File: config.mk
export PLATFORM = sky130hd
export DESIGN_NAME = bfd_decoder
export DESIGN_NICKNAME = d
export VERILOG_FILES = /design/src/bfd_pkg.sv /design/src/bfd_split_if.sv /design/src/bfd_decoder.sv /design/src/bfd_field_split.sv
export VERILOG_INCLUDE_DIRS = /design/src /design/src/src
export SDC_FILE = /design/constraint.sdc
export NUM_CORES = 1
export LEC_CHECK = 0
export BUFFER_PORTS_ARGS = -buffer_cell sky130_fd_sc_hd__clkbuf_2
export CAP_MARGIN = 15
export CORE_AREA = 2 2 187 189
export DETAILED_ROUTE_END_ITERATION = 8
export DIE_AREA = 0 0 189 191
export PLACE_DENSITY = 0.58
export SYNTH_ARGS = -nofsm -noshare
export SYNTH_HDL_FRONTEND = slang
export SYNTH_SLANG_ARGS = --single-unit
File: constraint.sdc
create_clock -name clk_i -period 11.2 [get_ports clk_i]
set_clock_uncertainty 0.2 [all_clocks]
set_input_delay 1.12 -clock clk_i [delete_from_list [all_inputs] [get_ports clk_i]]
set_output_delay 1.12 -clock clk_i [all_outputs]
set_load 0.02 [all_outputs]
File: src/bfd_params.svh
// Purpose: constants for the branch field decoder
// Assumes: instruction bits numbered 0 (msb) to 31 (lsb)
// Notes: positions below use that msb-first numbering
`ifndef BFD_PARAMS_SVH
`define BFD_PARAMS_SVH

`define BFD_OPCODE_FIRST 0
`define BFD_OPCODE_LAST 5
`define BFD_LDISP_FIRST 6
`define BFD_LDISP_LAST 29
`define BFD_CDISP_FIRST 16
`define BFD_CDISP_LAST 29
`define BFD_ABS_POS 30
`define BFD_REC_POS 31
`define BFD_OE_POS 21
`define BFD_RT_FIRST 6
`define BFD_RT_LAST 10
`define BFD_RA_FIRST 11
`define BFD_RA_LAST 15
`define BFD_RB_FIRST 16
`define BFD_RB_LAST 20
`define BFD_SRC_C_FIRST 21
`define BFD_SRC_C_LAST 25
`define BFD_EXT_LONG_FIRST 21
`define BFD_EXT_OV_FIRST 22
`define BFD_EXT_SHORT_FIRST 26
`define BFD_EXT_LAST 30
`define BFD_DSEL_FIRST 6
`define BFD_DSEL_LAST 8
`define BFD_SSEL_FIRST 11
`define BFD_SSEL_LAST 13
`define BFD_FMASK_FIRST 7
`define BFD_FMASK_LAST 14
`define BFD_XFL_RSVD_A 6
`define BFD_XFL_RSVD_B 15
`define BFD_SPLIT_A_FIRST 11
`define BFD_SPLIT_A_LAST 15
`define BFD_SPLIT_B_FIRST 16
`define BFD_SPLIT_B_LAST 20
`define BFD_ALIGN_BITS 2
`define BFD_FIELD_BITS 4
`define BFD_NARROW_WIDTH 32

`endif

File: src/bfd_pkg.sv
// Purpose: types shared by the branch field decoder files
// Assumes: nothing beyond the params header
// Notes: forms listed are those this decoder splits
package bfd_pkg;

  typedef enum logic [2:0] {
    BFD_FORM_I,
    BFD_FORM_B,
    BFD_FORM_X,
    BFD_FORM_XFL,
    BFD_FORM_XOV,
    BFD_FORM_A,
    BFD_FORM_M
  } bfd_form_t;

endpackage

File: src/bfd_split_if.sv
// Purpose: carries a word and its reassembled split field between modules
// Assumes: single clock, combinational path
// Notes: none
`timescale 1ns/1ps
`default_nettype none

interface bfd_split_if;
  logic [31:0] word;
  logic swap;
  logic [9:0] value;

  modport requester (output word, output swap, input value);
  modport worker (input word, input swap, output value);
endinterface

`default_nettype wire

File: src/bfd_decoder.sv
// Purpose: splits instruction words into fields and resolves branch targets
// Assumes: one word per cycle from fetch; tables supply per-instruction masks
// Notes: all outputs registered, one cycle after the word is taken
`timescale 1ns/1ps
`default_nettype none
`include "bfd_params.svh"

module bfd_decoder #(
  parameter int ADDR_W = 64
) (
  input wire logic clk_i, // core clock
  input wire logic nrst_i, // sync reset, active low
  input wire logic instr_valid_i, // word present this cycle
  input wire logic [31:0] instr_i, // instruction word, bit 0 is msb
  input wire logic [ADDR_W-1:0] instr_addr_i, // fetch address of the word
  input wire bfd_pkg::bfd_form_t form_i, // form from the opcode table
  input wire logic wide_mode_i, // 1: 64-bit extension, 0: 32-bit
  input wire logic [31:0] rsvd_mask_i, // reserved bits of this instruction
  input wire logic [31:0] fixed_mask_i, // bits that must hold a constant
  input wire logic [31:0] fixed_value_i, // that constant
  input wire logic split_swap_i, // capitalized split field reversed
  input wire logic use_float_status_i, // field selects act on float status
  input wire logic [31:0] condition_reg_i, // condition register
  input wire logic [31:0] float_status_ctrl_reg_i, // float status/control
  output logic valid_o, // outputs below hold a decoded word
  output logic invalid_o, // form invalid
  output logic [5:0] primary_opcode_o, // bits 0-5
  output logic record_bit_o, // bit 31
  output logic absolute_addr_bit_o, // bit 30
  output logic [9:0] extended_opcode_o, // form dependent width
  output logic oe_bit_o, // overflow enable, overflow form only
  output logic [4:0] rt_o, // bits 6-10
  output logic [4:0] ra_o, // bits 11-15
  output logic [4:0] rb_o, // bits 16-20
  output logic [4:0] src_c_o, // bits 21-25
  output logic [7:0] float_field_mask_o, // bits 7-14
  output logic [4:0] float_src_b_o, // bits 16-20
  output logic [9:0] split_field_o, // reassembled split field
  output logic [4:0] branch_cond_bit_o, // index of tested bit
  output logic branch_cond_o, // value of tested bit
  output logic cond_src_a_o, // value of first source bit
  output logic cond_src_b_o, // value of second source bit
  output logic [2:0] dest_field_sel_o, // bits 6-8
  output logic [2:0] src_field_sel_o, // bits 11-13
  output logic [3:0] src_field_o, // selected source field
  output logic [ADDR_W-1:0] dest_field_mask_o, // target field bit mask
  output logic [ADDR_W-1:0] branch_target_o // resolved target
);

  // extract msb-numbered field first..last, right aligned
  function automatic logic [31:0] fld(input logic [31:0] w, input int first,
                                      input int last);
    logic [31:0] m;
    m = (32'h1 << (last - first + 1)) - 32'h1;
    return (w >> (31 - last)) & m;
  endfunction

  // msb-numbered register bit n
  function automatic logic rbit(input logic [31:0] r, input logic [4:0] n);
    return r[5'h1f - n];
  endfunction

  bfd_split_if split_bus ();

  logic [31:0] w;
  logic [4:0] idx_a;
  logic [4:0] idx_b;
  logic [2:0] dsel;
  logic [2:0] ssel;
  logic [31:0] src_reg;
  logic [3:0] next_src_field;
  logic [31:0] next_dest_mask;
  logic form_rsvd;
  logic next_invalid;
  logic [9:0] next_ext_op;
  logic [ADDR_W-1:0] disp;
  logic [ADDR_W-1:0] base;
  logic [ADDR_W-1:0] sum;
  logic [ADDR_W-1:0] next_target;
  logic [ADDR_W-1:0] narrow_keep;
  logic [23:0] ldisp;
  logic [13:0] cdisp;

  assign w = instr_i;
  assign split_bus.word = w;
  assign split_bus.swap = split_swap_i;

  bfd_field_split u_split (
    .sp (split_bus.worker)
  );

  assign idx_a = 5'(fld(w, `BFD_RA_FIRST, `BFD_RA_LAST));
  assign idx_b = 5'(fld(w, `BFD_RB_FIRST, `BFD_RB_LAST));
  assign dsel = 3'(fld(w, `BFD_DSEL_FIRST, `BFD_DSEL_LAST));
  assign ssel = 3'(fld(w, `BFD_SSEL_FIRST, `BFD_SSEL_LAST));
  assign src_reg = use_float_status_i ? float_status_ctrl_reg_i : condition_reg_i;

  // field j spans msb-numbered bits j*4 .. j*4+3
  always_comb begin
    next_src_field = src_reg[(5'h1f - {ssel, 2'h0}) -: `BFD_FIELD_BITS];
    next_dest_mask = 32'hf000_0000 >> {dsel, 2'h0};
  end

  // reserved bits of the form itself, plus the per-instruction table
  always_comb begin
    form_rsvd = 1'b0;
    if (form_i == bfd_pkg::BFD_FORM_XFL) begin
      form_rsvd = w[31-`BFD_XFL_RSVD_A] | w[31-`BFD_XFL_RSVD_B];
    end
    next_invalid = form_rsvd | (|(w & rsvd_mask_i))
                 | (|((w ^ fixed_value_i) & fixed_mask_i));
  end

  always_comb begin
    case (form_i)
      bfd_pkg::BFD_FORM_XOV: begin
        next_ext_op = 10'(fld(w, `BFD_EXT_OV_FIRST, `BFD_EXT_LAST));
      end
      bfd_pkg::BFD_FORM_A, bfd_pkg::BFD_FORM_M: begin
        next_ext_op = 10'(fld(w, `BFD_EXT_SHORT_FIRST, `BFD_EXT_LAST));
      end
      bfd_pkg::BFD_FORM_X, bfd_pkg::BFD_FORM_XFL: begin
        next_ext_op = 10'(fld(w, `BFD_EXT_LONG_FIRST, `BFD_EXT_LAST));
      end
      default: begin
        next_ext_op = 10'h000;
      end
    endcase
  end

  // branch target; the 32-bit variant wraps at 32 bits
  assign ldisp = 24'(fld(w, `BFD_LDISP_FIRST, `BFD_LDISP_LAST));
  assign cdisp = 14'(fld(w, `BFD_CDISP_FIRST, `BFD_CDISP_LAST));
  assign narrow_keep = wide_mode_i ? {ADDR_W{1'b1}}
                                   : {{(ADDR_W-`BFD_NARROW_WIDTH){1'b0}},
                                      {`BFD_NARROW_WIDTH{1'b1}}};

  always_comb begin
    if (form_i == bfd_pkg::BFD_FORM_B) begin
      disp = {{(ADDR_W-16){cdisp[13]}}, cdisp, 2'b00};
    end else begin
      disp = {{(ADDR_W-26){ldisp[23]}}, ldisp, 2'b00};
    end
    // fetch address low bits are ignored
    base = {instr_addr_i[ADDR_W-1:`BFD_ALIGN_BITS], 2'b00};
    sum = disp + base;
    if (w[31-`BFD_ABS_POS]) begin
      next_target = disp & narrow_keep;
    end else begin
      next_target = sum & narrow_keep;
    end
  end

  always_ff @(posedge clk_i) begin
    if (!nrst_i) begin
      valid_o <= 1'b0;
    end else begin
      valid_o <= instr_valid_i;
    end
  end

  always_ff @(posedge clk_i) begin
    if (!nrst_i) begin
      invalid_o <= 1'b0;
      primary_opcode_o <= 6'h00;
      record_bit_o <= 1'b0;
      absolute_addr_bit_o <= 1'b0;
      extended_opcode_o <= 10'h000;
      oe_bit_o <= 1'b0;
      rt_o <= 5'h00;
      ra_o <= 5'h00;
      rb_o <= 5'h00;
      src_c_o <= 5'h00;
      float_field_mask_o <= 8'h00;
      float_src_b_o <= 5'h00;
      split_field_o <= 10'h000;
    end else if (instr_valid_i) begin
      invalid_o <= next_invalid;
      primary_opcode_o <= 6'(fld(w, `BFD_OPCODE_FIRST, `BFD_OPCODE_LAST));
      record_bit_o <= w[31-`BFD_REC_POS];
      absolute_addr_bit_o <= w[31-`BFD_ABS_POS];
      extended_opcode_o <= next_ext_op;
      oe_bit_o <= (form_i == bfd_pkg::BFD_FORM_XOV) & w[31-`BFD_OE_POS];
      rt_o <= 5'(fld(w, `BFD_RT_FIRST, `BFD_RT_LAST));
      ra_o <= idx_a;
      rb_o <= idx_b;
      src_c_o <= 5'(fld(w, `BFD_SRC_C_FIRST, `BFD_SRC_C_LAST));
      float_field_mask_o <= 8'(fld(w, `BFD_FMASK_FIRST, `BFD_FMASK_LAST));
      float_src_b_o <= idx_b;
      split_field_o <= split_bus.value;
    end
  end

  always_ff @(posedge clk_i) begin
    if (!nrst_i) begin
      branch_cond_bit_o <= 5'h00;
      branch_cond_o <= 1'b0;
      cond_src_a_o <= 1'b0;
      cond_src_b_o <= 1'b0;
      dest_field_sel_o <= 3'h0;
      src_field_sel_o <= 3'h0;
      src_field_o <= 4'h0;
      dest_field_mask_o <= {ADDR_W{1'b0}};
      branch_target_o <= {ADDR_W{1'b0}};
    end else if (instr_valid_i) begin
      branch_cond_bit_o <= idx_a;
      branch_cond_o <= rbit(condition_reg_i, idx_a);
      cond_src_a_o <= rbit(condition_reg_i, idx_a);
      cond_src_b_o <= rbit(condition_reg_i, idx_b);
      dest_field_sel_o <= dsel;
      src_field_sel_o <= ssel;
      src_field_o <= next_src_field;
      dest_field_mask_o <= {{(ADDR_W-32){1'b0}}, next_dest_mask};
      branch_target_o <= next_target;
    end
  end

endmodule // bfd_decoder

`default_nettype wire

File: src/bfd_field_split.sv
// Purpose: reassembles a two-part split field
// Assumes: parts sit at bits 11-15 and 16-20
// Notes: swap selects the per-instruction order of a capitalized field
`timescale 1ns/1ps
`default_nettype none
`include "bfd_params.svh"

module bfd_field_split (
  bfd_split_if.worker sp // word in, field out
);
  logic [4:0] part_a;
  logic [4:0] part_b;

  assign part_a = sp.word[31-`BFD_SPLIT_A_LAST +: 5];
  assign part_b = sp.word[31-`BFD_SPLIT_B_LAST +: 5];

  // lowercase name: sequences joined left to right
  // capitalized name: the instruction may reverse the order
  assign sp.value = sp.swap ? {part_b, part_a} : {part_a, part_b};
endmodule // bfd_field_split

`default_nettype wire

==> metrics.txt <==
worst reg2reg startpoint=branch_target_o[60]$_SDFFE_PN0P_; initial drt markers=760; clk slew on worst S/H paths=0.06 ns; DRC Markers=0; nets@finish=1,962; clk root buf=clkbuf_16; RSZ-0062 raised after global routing=no; Max Fclk=0.1640 GHz; CP Class=input port to flop; Sink Count=127; CP Launch Type=input port; final WL=44.72 mm; maximum vdd drop=0.1046 mV; synth-to-layout area growth=24.42%; met1 Resource Use GR=31.14%; CTS max path bufs=2; crit path launch=form_i[2]; vias in the first global route=10.70k; Critical Path Sink Type=flop; routed len/inst=21.34 um; number of flops mapped to enable cells by yosys=0; placer's final routability congestion estimate=0.9262; dpl ws=4.534 ns; CTS tree=done; met3 usage=4.865%; GRT Residual Overflow=0; TritonRoute pass-1 iters=5; Slew @ Worst Pin=0.8834 ns; Seq/Total Area, Yosys=23.83%; Initial Util=31.27%; PwrDens=123.1 nW/um2; WHS Path Cells=2; Hold Path End=branch_target_o[33]$_SDFFE_PN0P_; Tmin final=6.099 ns; Hold Violations, Final=0; fraction of registers with async set/reset=0%; WP data arrival=6.23 ns; worst r2r dst=branch_target_o[60]$_SDFFE_PN0P_; FF+latch count, synth=127; Max Cap Viol=0; routed vias=11.08k; worst-path fanout max=23; Tot GR Track Use=24.27%; GRT Max-Usage Layer=met2; Req. time, crit path=11.33 ns; Die Wd=189 um; post-CTS setup repair buffer count=0; ys flop type=dfxtp_1; Die ar.=36,100 um2; Die Height=191 um; Slew Viols, Final=0; Resized cells post-CTS=0; Hold Path Origin=branch_target_o[33]$_SDFFE_PN0P_; Yosys cell types=74; largest net degree at the start of global routing=72; PortBufs=438; Post-Synthesis Cells=1,287; Leakage=6.356 nW; Rel. slew slack=41.11%; Vias/cell=5.285; FF-to-FF setup slack=9.77 ns; M2 GR Usage=41.73%; Inserted Clock Buffers=17; Syn Area/Cell=8.290 um2; HPWL Detailed=35.59 mm; Final Cycle Share=54.45%; status=complete, no violations; share of post-route cells with drive strength above 1=32.87%; Mapped Area=10,670 um2; Core Area=34,120 um2; TNS Setup=0 ns; initial antenna violation count=2; Routed Antenna Nets=0; Worst Reg2Reg Path Length in Cells=4; final setup violation count=0; FP Rows=68; Final WS setup=5.101 ns; Yosys Warn Count=0; first-pass GRT wire length=65.37 mm; CTS Hold Bufs=0; Worst-Skew Late Latency=0.43 ns; num ports=475; Hold Crit Class=flop to flop; H-tree lvl count=4
cells in the mapped netlist, drive strengths merged, types with 6 or more instances:
master / number / area share [%]
nor2: 144 / 5.1
dfxtp: 127 / 24
nand2: 107 / 3.8
a21oi: 101 / 4.8
buf: 101 / 6.5
o21ai: 89 / 4.3
ha: 65 / 7.6
clkbuf: 55 / 1.9
xor2: 52 / 4.3
mux2i: 51 / 4.8
a21o: 43 / 3.0
mux4: 39 / 8.2
a22oi: 36 / 2.6
xnor2: 32 / 2.6
a211oi: 31 / 2.3
nor3: 24 / 1.2
o211ai: 17 / 1.2
nand4: 16 / 0.94
and3: 15 / 0.88
o21bai: 15 / 1.1
inv: 14 / 0.49
a31oi: 13 / 1.2
nand3: 13 / 0.61
nor2b: 11 / 0.65
nand2b: 7 / 0.41
o22ai: 7 / 0.41
and2: 6 / 0.35
routing by layer:
layer  share of wire, %  routed length [um]  vias up
met1                 43               19450     5316
li1                   -                   -     5300
met2                 48               21640      425
met4                1.5                 662        0
met5                  0                   0        -
met3                6.6                2964       36
power breakdown:
| part | internal, mW | switching [mW] |
|---|---|---|
| combinational | 0.234 | 0.368 |
| clock | 0.316 | 0.216 |
| sequential | 0.482 | 0.0189 |
through the flow:
step | utilization, % | instance area, um2 | hold slack (ns) | std cells | power, mW
after floorplan | - | 10790 | 0.3364 | 1320 | 0.9210
after global placement | 37.33 | 12740 | 0.2417 | 2067 | 1.104
after detailed placement | 37.33 | 12740 | 0.2463 | 2067 | 1.109
after CTS | 38.90 | 13270 | 0.2593 | 2095 | 1.648
after global routing | 38.90 | 13270 | 0.2845 | 2095 | 1.723
final | 38.91 | 13270 | 0.2577 | 2096 | 1.634
kinds of logic (layout without fill, tap and decap cells):
| kind of cell | after synthesis | after routing | synth area share, % |
|---|---|---|---|
| AOI/OAI and AO/OA | 389 | 389 | 24.46 |
| xor gates and xnor gates | 84 | 84 | 6.896 |
| adders and majority gates | 66 | 66 | 7.810 |
| buffers and inverters | 170 | 490 | 8.925 |
| DFF | 127 | 127 | 23.83 |
| muxes | 90 | 90 | 13.02 |
| other | 1 | 35 | 0.03515 |
| and+or+nand+nor | 360 | 360 | 15.02 |
cell usage in the layout, fill, tap and decap left out, types with 7 or more instances in the layout:
cell type  count
clkbuf_2     436
xor2_1        52
nor3_1        23
a21o_1        43
nand3_1       13
inv_1         13
conb_1        34
clkbuf_16     17
o21bai_1      14
nand2b_1       7
dfxtp_1      127
nand4_1       16
mux2i_1       51
nor2_1       144
o21ai_0       81
a31oi_1        9
buf_4         12
a21oi_1       99
nand2_1      107
ha_1          65
a211oi_1      28
nor2b_1       11
a22oi_1       35
and3_1        15
mux4_2        39
o22ai_1        7
o211ai_1      17
xnor2_1       32
worst max-delay path, cell delays in order:
cell	delay, ns
clkbuf_2	0.10
nor2_1	0.13
nand2_1	0.32
nor2_1	0.67
a21oi_1	0.26
inv_1	0.64
buf_4	0.41
ha_1	0.38
a21oi_1	0.23
nor2b_1	0.07
o21a_1	0.18
or4_1	0.40
a41oi_1	0.28
o21ai_1	0.13
a31oi_4	0.21
o21ai_2	0.10
or3_1	0.35
a32o_1	0.22
worst max-delay path by stage:
| stage | to | slack (ns) |
|---|---|---|
| final | branch_target_o[63]$_SDFFE_PN0P_ | 5.10 |
| after CTS | branch_target_o[63]$_SDFFE_PN0P_ | 5.00 |
| after detailed placement | branch_target_o[63]$_SDFFE_PN0P_ | 4.53 |
| after floorplan | branch_target_o[63]$_SDFFE_PN0P_ | 5.78 |
| after global placement | branch_target_o[63]$_SDFFE_PN0P_ | 4.64 |
| after global routing | branch_target_o[63]$_SDFFE_PN0P_ | 4.52 |
registers in the layout (all words and copies together) (netlist names), 4 cells and up:
name               count
branch_target_o       62
primary_opcode_o       6
src_c_o                5
ra_o                   4
split_field_o         10
dest_field_mask_o      8
extended_opcode_o     10
src_field_o            4
rt_o                   5
float_src_b_o          5
layout make-up:
class | instances | area, um2
Timing Repair Buffer | 448 | 2272
Clock buffer | 21 | 470.5
Sequential cell | 127 | 2542
Clock inverter | 7 | 65.06
Fill cell | 3574 | 20840
Antenna cell | 1 | 2.502
Multi-Input combinational cell | 1023 | 7298
Inverter | 14 | 53.80
Tap cell | 455 | 569.3
No activity file was read; power rests on OpenSTA's default activity.
